--- src/rtl/qdst_regs.svh ---
`ifndef QDST_REGS_SVH
`define QDST_REGS_SVH

// Register byte addresses
`define QDST_STATUS_ADDR      12'h08c
`define QDST_IRQ_STATUS_ADDR  12'h090
`define QDST_IRQ_ENABLE_ADDR  12'h094
`define QDST_IRQ_CLEAR_ADDR   12'h098
`define QDST_CONTROL_ADDR     12'h09c

// Field positions within a quad's nibble
`define QDST_BIT_BUSY         0
`define QDST_BIT_SETTLE       1
`define QDST_BIT_REQUEST      2
`define QDST_BIT_UNDERFLOW    3

// Reset values
`define QDST_STATUS_RESET     32'h0000_0000
`define QDST_ZERO_WORD        32'h0000_0000

// Settle time in ns and clock period in ns
`define QDST_SETTLE_NS        10000
`define QDST_CLOCK_NS         5
`define QDST_SETTLE_CYCLES    (`QDST_SETTLE_NS / `QDST_CLOCK_NS)

`endif

--- src/rtl/qdst_pkg.sv ---
package qdst_pkg;

    localparam int QDST_QUADS = 8;

    typedef enum logic [1:0]
    {
        QDST_MODE_IMMEDIATE,
        QDST_MODE_MANUAL,
        QDST_MODE_TIMED,
        QDST_MODE_FIFO
    } qdst_mode_t;

    typedef struct packed
    {
        logic [11:0] addr;
        logic [31:0] wdata;
        logic        wr;
        logic        rd;
    } qdst_bus_req_t;

    typedef struct packed
    {
        logic [QDST_QUADS-1:0] xfer_active;
        logic [QDST_QUADS-1:0] load_pending;
        logic [QDST_QUADS-1:0] seq_fetch;
        logic [QDST_QUADS-1:0] seq_request;
        logic [QDST_QUADS-1:0] output_update;
    } qdst_events_t;

endpackage : qdst_pkg

--- src/rtl/qdst_status_tracker.sv ---
`timescale 1ns/1ps
`include "qdst_regs.svh"
module qdst_status_tracker
    import qdst_pkg::*;
#(
    parameter int QUADS         = 8,
    parameter int SETTLE_CYCLES = `QDST_SETTLE_CYCLES
)
(
    input  wire logic              i_clock,
    input  wire logic              i_arst_n,
    input  wire logic [11:0]       i_addr,
    input  wire logic [31:0]       i_wdata,
    input  wire logic              i_wr,
    input  wire logic              i_rd,
    output logic      [31:0]       o_rdata,
    input  wire logic [2*QUADS-1:0] i_mode,
    input  wire logic [QUADS-1:0]  i_seq_running,
    input  wire logic [QUADS-1:0]  i_xfer_active,
    input  wire logic [QUADS-1:0]  i_load_pending,
    input  wire logic [QUADS-1:0]  i_seq_fetch,
    input  wire logic [QUADS-1:0]  i_seq_request,
    input  wire logic [QUADS-1:0]  i_output_update,
    output logic      [QUADS-1:0]  o_sequencer_run_bit,
    output logic      [QUADS-1:0]  o_busy,
    output logic                   o_irq
);

    ////////////////////////////////////////////////////////////////////////////
    // Bus request bundle and event bundle

    qdst_bus_req_t                 bus;
    qdst_events_t                  ev;
    logic          [QUADS-1:0]     timed_mode;

    assign bus.addr  = i_addr;
    assign bus.wdata = i_wdata;
    assign bus.wr    = i_wr;
    assign bus.rd    = i_rd;

    assign ev.xfer_active   = i_xfer_active;
    assign ev.load_pending  = i_load_pending;
    assign ev.seq_fetch     = i_seq_fetch;
    assign ev.seq_request   = i_seq_request;
    assign ev.output_update = i_output_update;

    function automatic logic wr_hit(input qdst_bus_req_t b, input logic [11:0] a);
        wr_hit = b.wr && (b.addr == a);
    endfunction : wr_hit

    // Only timed mode drives the request/underflow handshake
    always_comb
    begin
        for (int q = 0; q < QUADS; q++)
        begin
            timed_mode[q] = (qdst_mode_t'(i_mode[2*q +: 2]) == QDST_MODE_TIMED);
        end
    end

    ////////////////////////////////////////////////////////////////////////////
    // Sticky request and underflow flags

    logic             status_wr;
    logic [QUADS-1:0] request_reg;
    logic [QUADS-1:0] request_set;
    logic [QUADS-1:0] request_clr;
    logic [QUADS-1:0] request_next;
    logic [QUADS-1:0] underflow_reg;
    logic [QUADS-1:0] underflow_set;
    logic [QUADS-1:0] underflow_clr;
    logic [QUADS-1:0] underflow_next;

    // One rule for every sticky bit: an event in the clear cycle survives
    function automatic logic [QUADS-1:0] sticky_next
    (
        input logic [QUADS-1:0] cur,
        input logic [QUADS-1:0] clr,
        input logic [QUADS-1:0] set
    );
        sticky_next = (cur & ~clr) | set;
    endfunction : sticky_next

    assign status_wr = wr_hit(bus, `QDST_STATUS_ADDR);

    // Zero bits and the settle and busy positions are never looked at
    always_comb
    begin
        for (int q = 0; q < QUADS; q++)
        begin
            request_clr[q]   = status_wr && bus.wdata[4*q + `QDST_BIT_REQUEST];
            underflow_clr[q] = status_wr && bus.wdata[4*q + `QDST_BIT_UNDERFLOW];
        end
    end

    // Fetch without a pending request is the normal, quiet case
    assign request_set    = ev.seq_request & timed_mode;
    assign underflow_set  = ev.seq_fetch & request_reg & timed_mode;
    assign request_next   = sticky_next(request_reg, request_clr, request_set);
    assign underflow_next = sticky_next(underflow_reg, underflow_clr, underflow_set);

    // Flags only inform; nothing here feeds back to stall the sequencer
    always_ff @(posedge i_clock or negedge i_arst_n)
    begin
        if (!i_arst_n)
        begin
            request_reg <= '0;
        end
        else
        begin
            request_reg <= request_next;
        end
    end

    always_ff @(posedge i_clock or negedge i_arst_n)
    begin
        if (!i_arst_n)
        begin
            underflow_reg <= '0;
        end
        else
        begin
            // Fetch proceeds with direct-space data regardless
            underflow_reg <= underflow_next;
        end
    end

    ////////////////////////////////////////////////////////////////////////////
    // Settle timers

    localparam int SETTLE_W = $clog2(SETTLE_CYCLES + 1);

    logic [QUADS-1:0][SETTLE_W-1:0] settle_cnt_reg;
    logic [QUADS-1:0]               settle_reg;

    // Loaded with the full count so the flag stands exactly SETTLE_CYCLES cycles
    always_ff @(posedge i_clock or negedge i_arst_n)
    begin
        if (!i_arst_n)
        begin
            settle_cnt_reg <= '0;
        end
        else
        begin
            for (int q = 0; q < QUADS; q++)
            begin
                if (ev.output_update[q])
                begin
                    settle_cnt_reg[q] <= SETTLE_W'(SETTLE_CYCLES);
                end
                else if (settle_cnt_reg[q] != '0)
                begin
                    settle_cnt_reg[q] <= settle_cnt_reg[q] - 1'b1;
                end
            end
        end
    end

    // A new update restarts the window, so back-to-back updates keep it high
    always_ff @(posedge i_clock or negedge i_arst_n)
    begin
        if (!i_arst_n)
        begin
            settle_reg <= '0;
        end
        else
        begin
            for (int q = 0; q < QUADS; q++)
            begin
                if (ev.output_update[q])
                begin
                    settle_reg[q] <= 1'b1;
                end
                else if (settle_cnt_reg[q] <= SETTLE_W'(1))
                begin
                    settle_reg[q] <= 1'b0;
                end
            end
        end
    end

    ////////////////////////////////////////////////////////////////////////////
    // Busy: transfer, pending manual load or running sequencer

    logic [QUADS-1:0] busy_reg;

    // Registered for a clean output; it trails the engine's levels by one cycle
    // Data writes are not blocked by busy; the transfer engine queues them
    always_ff @(posedge i_clock or negedge i_arst_n)
    begin
        if (!i_arst_n)
        begin
            busy_reg <= '0;
        end
        else
        begin
            busy_reg <= ev.xfer_active | ev.load_pending | i_seq_running;
        end
    end

    assign o_busy = busy_reg;

    ////////////////////////////////////////////////////////////////////////////
    // Sequencer run bits and control

    logic [QUADS-1:0] run_reg;

    // Stopping only drops the bit; the sequencer finishes its transfer
    always_ff @(posedge i_clock or negedge i_arst_n)
    begin
        if (!i_arst_n)
        begin
            run_reg <= '0;
        end
        else if (wr_hit(bus, `QDST_CONTROL_ADDR))
        begin
            run_reg <= bus.wdata[QUADS-1:0];
        end
    end

    assign o_sequencer_run_bit = run_reg;

    ////////////////////////////////////////////////////////////////////////////
    // Sequencer interrupt status, enable, clear

    logic [QUADS-1:0] irq_status_reg;
    logic [QUADS-1:0] irq_status_next;
    logic [QUADS-1:0] irq_enable_reg;
    logic [QUADS-1:0] irq_set;
    logic [QUADS-1:0] irq_clr;
    logic             irq_reg;

    assign irq_clr = wr_hit(bus, `QDST_IRQ_CLEAR_ADDR) ? bus.wdata[QUADS-1:0] : '0;

    // A disabled quad logs nothing, so a later enable cannot fire a stale event
    assign irq_set         = ev.seq_request & irq_enable_reg;
    assign irq_status_next = sticky_next(irq_status_reg, irq_clr, irq_set);

    always_ff @(posedge i_clock or negedge i_arst_n)
    begin
        if (!i_arst_n)
        begin
            irq_enable_reg <= '0;
        end
        else if (wr_hit(bus, `QDST_IRQ_ENABLE_ADDR))
        begin
            irq_enable_reg <= bus.wdata[QUADS-1:0];
        end
    end

    always_ff @(posedge i_clock or negedge i_arst_n)
    begin
        if (!i_arst_n)
        begin
            irq_status_reg <= '0;
        end
        else
        begin
            irq_status_reg <= irq_status_next;
        end
    end

    // Registered so the output comes straight from a flop
    always_ff @(posedge i_clock or negedge i_arst_n)
    begin
        if (!i_arst_n)
        begin
            irq_reg <= 1'b0;
        end
        else
        begin
            irq_reg <= |(irq_status_next & irq_enable_reg);
        end
    end

    assign o_irq = irq_reg;

    ////////////////////////////////////////////////////////////////////////////
    // Status word assembly and read port

    logic [31:0] status_word;
    logic [31:0] rdata_reg;

    always_comb
    begin
        status_word = `QDST_STATUS_RESET;
        for (int q = 0; q < QUADS; q++)
        begin
            status_word[4*q + `QDST_BIT_UNDERFLOW] = underflow_reg[q];
            status_word[4*q + `QDST_BIT_REQUEST]   = request_reg[q];
            status_word[4*q + `QDST_BIT_SETTLE]    = settle_reg[q];
            status_word[4*q + `QDST_BIT_BUSY]      = busy_reg[q];
        end
    end

    // Quad-wide registers sit in the low bits; the rest read as zero
    function automatic logic [31:0] pad_quads(input logic [QUADS-1:0] bits);
        pad_quads = {{(32-QUADS){1'b0}}, bits};
    endfunction : pad_quads

    // Unmapped addresses read as zero
    always_ff @(posedge i_clock or negedge i_arst_n)
    begin
        if (!i_arst_n)
        begin
            rdata_reg <= `QDST_ZERO_WORD;
        end
        else if (bus.rd)
        begin
            case (bus.addr)
                `QDST_STATUS_ADDR:     rdata_reg <= status_word;
                `QDST_IRQ_STATUS_ADDR: rdata_reg <= pad_quads(irq_status_reg);
                `QDST_IRQ_ENABLE_ADDR: rdata_reg <= pad_quads(irq_enable_reg);
                `QDST_CONTROL_ADDR:    rdata_reg <= pad_quads(run_reg);
                default:               rdata_reg <= `QDST_ZERO_WORD;
            endcase
        end
        else
        begin
            rdata_reg <= `QDST_ZERO_WORD;
        end
    end

    assign o_rdata = rdata_reg;

endmodule : qdst_status_tracker

--- config.mk ---
export PLATFORM = sky130hd
export DESIGN_NAME = qdst_status_tracker
export DESIGN_NICKNAME = d
export VERILOG_FILES = /design/src/rtl/qdst_pkg.sv /design/src/rtl/qdst_status_tracker.sv
export VERILOG_INCLUDE_DIRS = /design/src /design/src/rtl
export SDC_FILE = /design/constraint.sdc
export NUM_CORES = 1
export LEC_CHECK = 0
export BUFFER_PORTS_ARGS = -buffer_cell sky130_fd_sc_hd__buf_2
export CAP_MARGIN = 20
export CORE_UTILIZATION = 47
export DETAILED_ROUTE_END_ITERATION = 6
export HOLD_SLACK_MARGIN = 0.02
export PLACE_DENSITY = 0.76
export SLEW_MARGIN = 20
export SYNTH_ARGS = -nofsm -noshare
export SYNTH_HDL_FRONTEND = slang
export SYNTH_SLANG_ARGS = --single-unit
--- constraint.sdc ---
create_clock -name i_clock -period 4.37 [get_ports i_clock]
set_input_delay 0.2185 -clock i_clock [delete_from_list [all_inputs] [get_ports i_clock]]
set_output_delay 0.2185 -clock i_clock [all_outputs]
set_load 0.005 [all_outputs]
-- Yosys cells after proc, flatten, opt, wreduce, memory -nomap -nowiden
Cells that the tools add are included.
- add/subtract/negate cells: 8
- order comparisons: 8
- equality and inequality tests: 13
- mux-type cells: 35
- bitwise gates (word level): 16
- reductions and logical operators: 45
- operators with widths (kind ; number):
    two-way mux 11 bit ; 16
    case mux 32 bit (4 select lines) ; 1
    less-or-equal comparator 11 x 1 -> 1 bit, second input constant ; 8
    nonzero test 11 bit ; 8
    subtractor 11 x 1 -> 11 bit, second input constant ; 8
    bitwise AND 8 bit ; 8
    == test 12 x 8 -> 1 bit, second input constant ; 5
    bitwise OR 8 bit ; 5
    two-way mux 32 bit ; 1
    nonzero test 2 bit ; 16
    NOT 8 bit ; 3
    logical AND 1 bit ; 20
    == test 2 bit, second input constant ; 8
    two-way mux 1 bit ; 16
    two-way mux 8 bit ; 1
    OR reduction 8 bit ; 1
- bits in registers: 177
- input bits: 112
- output and inout port bits: 49
- logic and storage cells: 149

-- Depth between registers and ports, before layout
- depth in word-level cells: 8
- gate-level depth with buffers: 8
- depth with buffers taken out: 7

-- Least setup slack after synthesis
OpenSTA, ideal clock, no wires.
- path type: register to register
- from: register settle_cnt_reg[49] in the netlist's numbering
- to: register settle_cnt_reg[51] in the netlist's numbering
- setup time: 0.131 ns
- arrival time: 2.069 ns
- required time: 4.239 ns
- setup slack: 2.169 ns
- stages on the path, launching flop included: 8
- buffers on the path: 2
- period minus slack after synthesis: 2.201 ns
- cell sequence: dfrtp_1 or4_1 buf_2 or4_4 buf_6 nand2_4 nor3_1 or3b_1
- word-level cells in the longest chain between the ends: 3
- elaborated cells between the ends (all ways): 5
- classes of those cells: 1 x add/sub; 2 x mux; 2 x reduce/logical
- ends and longest elaborated chain (item ; line ; source):
    start: declaration ; qdst_status_tracker.sv:132 ; logic [QUADS-1:0][SETTLE_W-1:0] settle_cnt_reg;
    start signal: indexed assignment ; qdst_status_tracker.sv:148 ; settle_cnt_reg[q] <= SETTLE_W'(SETTLE_CYCLES);
    start signal: indexed assignment ; qdst_status_tracker.sv:152 ; settle_cnt_reg[q] <= settle_cnt_reg[q] - 1'b1;
    subtractor 11 x 1 -> 11 bit ; qdst_status_tracker.sv:152 ;
    two-way mux 11 bit ; qdst_status_tracker.sv:150 ; else if (settle_cnt_reg[q] != '0)
    two-way mux 11 bit ; qdst_status_tracker.sv:146 ; if (ev.output_update[q])
Several ways; a longest one is shown, not always the timed one. The select of a mux whose other input is x is not followed.
A chain may end at the register's enable or synchronous reset.

-- Worst setup path in the final report
- from: register settle_cnt_reg[70] in the netlist's numbering
- to: register settle_cnt_reg[70] in the netlist's numbering
The elaborated chain is that of the path after synthesis.

==> impl_metrics.py <==
metrics = {
    "status": {
        "status": "finished clean",
    },
    "timing": {
        "fin_crit_ns": 2.40,
        "timing.final.ws_setup_ns": 1.97,
        "fmax_mhz": 416,
        "grt_setup_unrepaired": "no",
        "holdWs_ns": 0.0333,
        "relSlewSlack_pct": 34.5,
        "hold_violations": 0,
        "finalSetupViolations": 0,
        "finalMaxSlewViolations": 0,
        "finalCritPeriodShare_pct": 55.0,
        "worst_pin_slew_ns": 0.980,
        "tns_ns": 0,
        "skew_ns": 0.0117,
    },
    "die": {
        "die_h_um": 134,
        "die_w_um": 134,
        "core_mm2": 0.0168,
        "floorplan.initialDensity_pct": 48.8,
        "io_pins": 161,
        "placementRows": 47,
        "dieArea_mm2": 0.0180,
    },
    "synth": {
        "ys_top_cells_by_count": "177 x dfrtp_1, 70 x nor2_1, 44 x nand2_1, 40 x inv_1, 34 x o21ai_0",
        "yosysWarnings": 0,
        "ys_top_cells_by_area": "dfrtp_1 54%, nor2_1 3.2%, xor2_1 3.0%",
        "ys_seq_elements": 177,
        "netlist.area_leader.share_pct": 54.0,
        "avgSynthCellArea_um2": 10.6,
        "synth_edf_count": 0,
        "synth_area_leader_cell": "dfrtp_1",
        "synth_most_common_cell": "dfrtp_1",
        "synth_ff_type": "dfrtp_1",
        "async_reset_ff_share_pct": 100,
        "syn_area_mm2": 0.00821,
        "synthCells": 774,
        "synth.yosys.seq_area_share_pct": 54.0,
        "synth.distinct_cells": 56,
        "syn_nets": 902,
    },
    "placement": {
        "dpl.cell_count": 1129,
        "finalWeightedCongestion": 0.832,
        "io_buffers": 148,
        "dp_slack_ns": 1.69,
        "placed_area_mm2": 0.00919,
        "dp_hpwl_um": 12100,
    },
    "finish": {
        "drive_gt1_share_pct": 22.0,
        "nets": 1071,
        "fillers": 1430,
        "synthToLayoutAreaGrowth_pct": 21.2,
        "largest_reg_flops": 88,
        "num_antenna_cells": 0,
        "fin_area_mm2": 0.00995,
        "final_cells": 1175,
    },
    "critical_path": {
        "required_ns": 4.66,
        "worstRegToRegCells": 4,
        "timing.rr.end": "settle_cnt_reg[70]",
        "crit_path_start": "settle_cnt_reg[70]",
        "cp-start-kind": "flop",
        "criticalPathCategory": "flop to flop",
        "critPathMaxFanout": 6,
        "r2r_slack_ns": 1.97,
        "endpoint_kind": "flop",
        "crit_end": "settle_cnt_reg[70]",
        "rr_startpoint": "settle_cnt_reg[70]",
        "cp_data_arrival_time_ns": 2.70,
    },
    "power": {
        "peakVddDrop_uv": 274,
        "p_leak_uw": 0.00437,
        "p_per_area_mw_per_mm2": 380,
    },
    "cts": {
        "cts_buffers": 17,
        "postCtsSetupRepairBufs": 0,
        "clk_pin_slew_ns": 0.07,
        "cts_tree": "yes",
        "cts_max_level": 4,
        "cts_root_buf": "clkbuf_16",
        "cts.sinks": 177,
        "cts_buffer_depth": 2,
        "cts_resized": 0,
        "insertion_delay_ns": 0.42,
    },
    "global_routing": {
        "grt_max_degree": 102,
        "grt-ovfl-total": 0,
        "grt_pass1_wl_um": 29300,
        "antenna_found_initial": 0,
        "grt_util_all_layers_pct": 20.6,
        "grt_pass1_vias": 6056,
    },
    "route": {
        "drc": 0,
        "avgRoutedWirePerCell_um": 14.9,
        "first_iter_violations": 398,
        "vias_per_cell": 5.26,
        "num_vias": 6181,
        "ant_nets": 0,
        "routed_wl_um": 17500,
        "drt_pre_antenna_iters": 5,
    },
    "worst_hold_path": {
        "min_path_type": "input pin to flop",
    },
    "job": {
        "cap_violations": 0,
    },
}
cell families after synthesis:
kind of cell             count (synthesis)  synth area share, %
adder cells (fa/ha/maj)                 16                 2.44
flip-flops                             177                 54.0
AO/OA/AOI/OAI                          114                 9.03
AND/OR/NAND/NOR                        329                 22.4
multiplexers                            35                 4.51
XOR/XNOR                                47                 5.02
buffers and inverters                   56                 2.67
cell type report:
class	instances	area [um^2]	area share [%]
inverter	40	150	1.51
multi-input combinational	541	3560	35.8
clock inverter	11	155	1.56
tap	220	275	2.77
sequential	177	4430	44.5
timing repair buffer	166	920	9.24
clock buffer	20	457	4.59
cells in the final DEF (no fill, tap or decap), types with 3 or more instances in the layout:
cell / netlist / routed
o41ai_1: 3 / 3
o21ai_0: 34 / 34
nand2_1: 44 / 44
and2_1: 33 / 33
o31ai_1: 5 / 5
inv_1: 40 / 40
xor2_1: 28 / 28
and3_1: 5 / 5
a21o_1: 14 / 14
clkinvlp_4: 0 / 4
or3b_2: 4 / 4
mux2_2: 16 / 16
nor2b_1: 3 / 3
a22o_1: 7 / 7
a21oi_1: 14 / 14
mux2i_1: 19 / 19
a31oi_1: 6 / 6
or3_1: 20 / 20
ha_1: 16 / 16
nor4_1: 14 / 14
nand4b_1: 13 / 13
dlygate4sd3_1: 0 / 15
buf_2: 1 / 147
a211oi_1: 8 / 8
o211ai_1: 4 / 4
nand2b_1: 33 / 33
or4_1: 9 / 9
nand3_1: 14 / 14
nor2_1: 70 / 70
nor3_1: 25 / 25
bufinv_16: 0 / 3
nand4_1: 8 / 8
clkbuf_16: 0 / 17
a211o_1: 3 / 3
nand3b_1: 19 / 19
dfrtp_1: 177 / 177
o22ai_1: 8 / 8
xnor2_1: 19 / 19
buf_4: 0 / 3
report_power, final:
part           switching (uW)  leakage [uW]  internal [uW]
Sequential               88.2       0.00203           1720
Clock                     630      0.000285            933
Combinational             222       0.00206            186
metal layers:
| metal | vias to the layer above | part of all wire, % | GRT usage (%) |
|---|---|---|---|
| met3 | 20 | 4.4 | 4.20 |
| met5 | - | 0 | 0 |
| met2 | 160 | 47 | 32.8 |
| met4 | 0 | 1.4 | 6.68 |
| li1 | 3050 | - | - |
| met1 | 2951 | 47 | 28.2 |
worst min path at each step:
stage	start	to	slack [ns]	cells after the start
floorplan	i_arst_n	irq_enable_reg[0]	-0.08	0
global placement	i_arst_n	settle_reg[5]	0.39	1
detailed placement	i_arst_n	settle_reg[5]	0.39	1
CTS	i_mode[9]	request_reg[4]	0.03	3
global route	i_xfer_active[5]	o_busy[5]	0.02	2
finish	i_seq_running[5]	o_busy[5]	0.03	2
timing repair:
action | CTS | global route
hold buffers | 15 | 0
setup endpoints to repair | 0 | 0
endpoints found under the hold margin | 106 | 0
critical path, stage by stage, from the launching register on:
cell     delay [ns]
dfrtp_1        0.42
or4_1          0.61
nor4_1         0.70
nor3_1         0.09
or3b_2         0.46
metrics by stage:
| step | utilization [%] | total power, uW |
|---|---|---|
| 2_1_floorplan | - | 2080 |
| 3_3_place_gp | 54.6 | 2220 |
| 3_5_place_dp | 54.6 | 2240 |
| 4_1_cts | 59.2 | 3820 |
| 5_1_grt | 59.2 | 3960 |
| 6_report | 59.2 | 3780 |
Power figures use the tool's default switching activity.
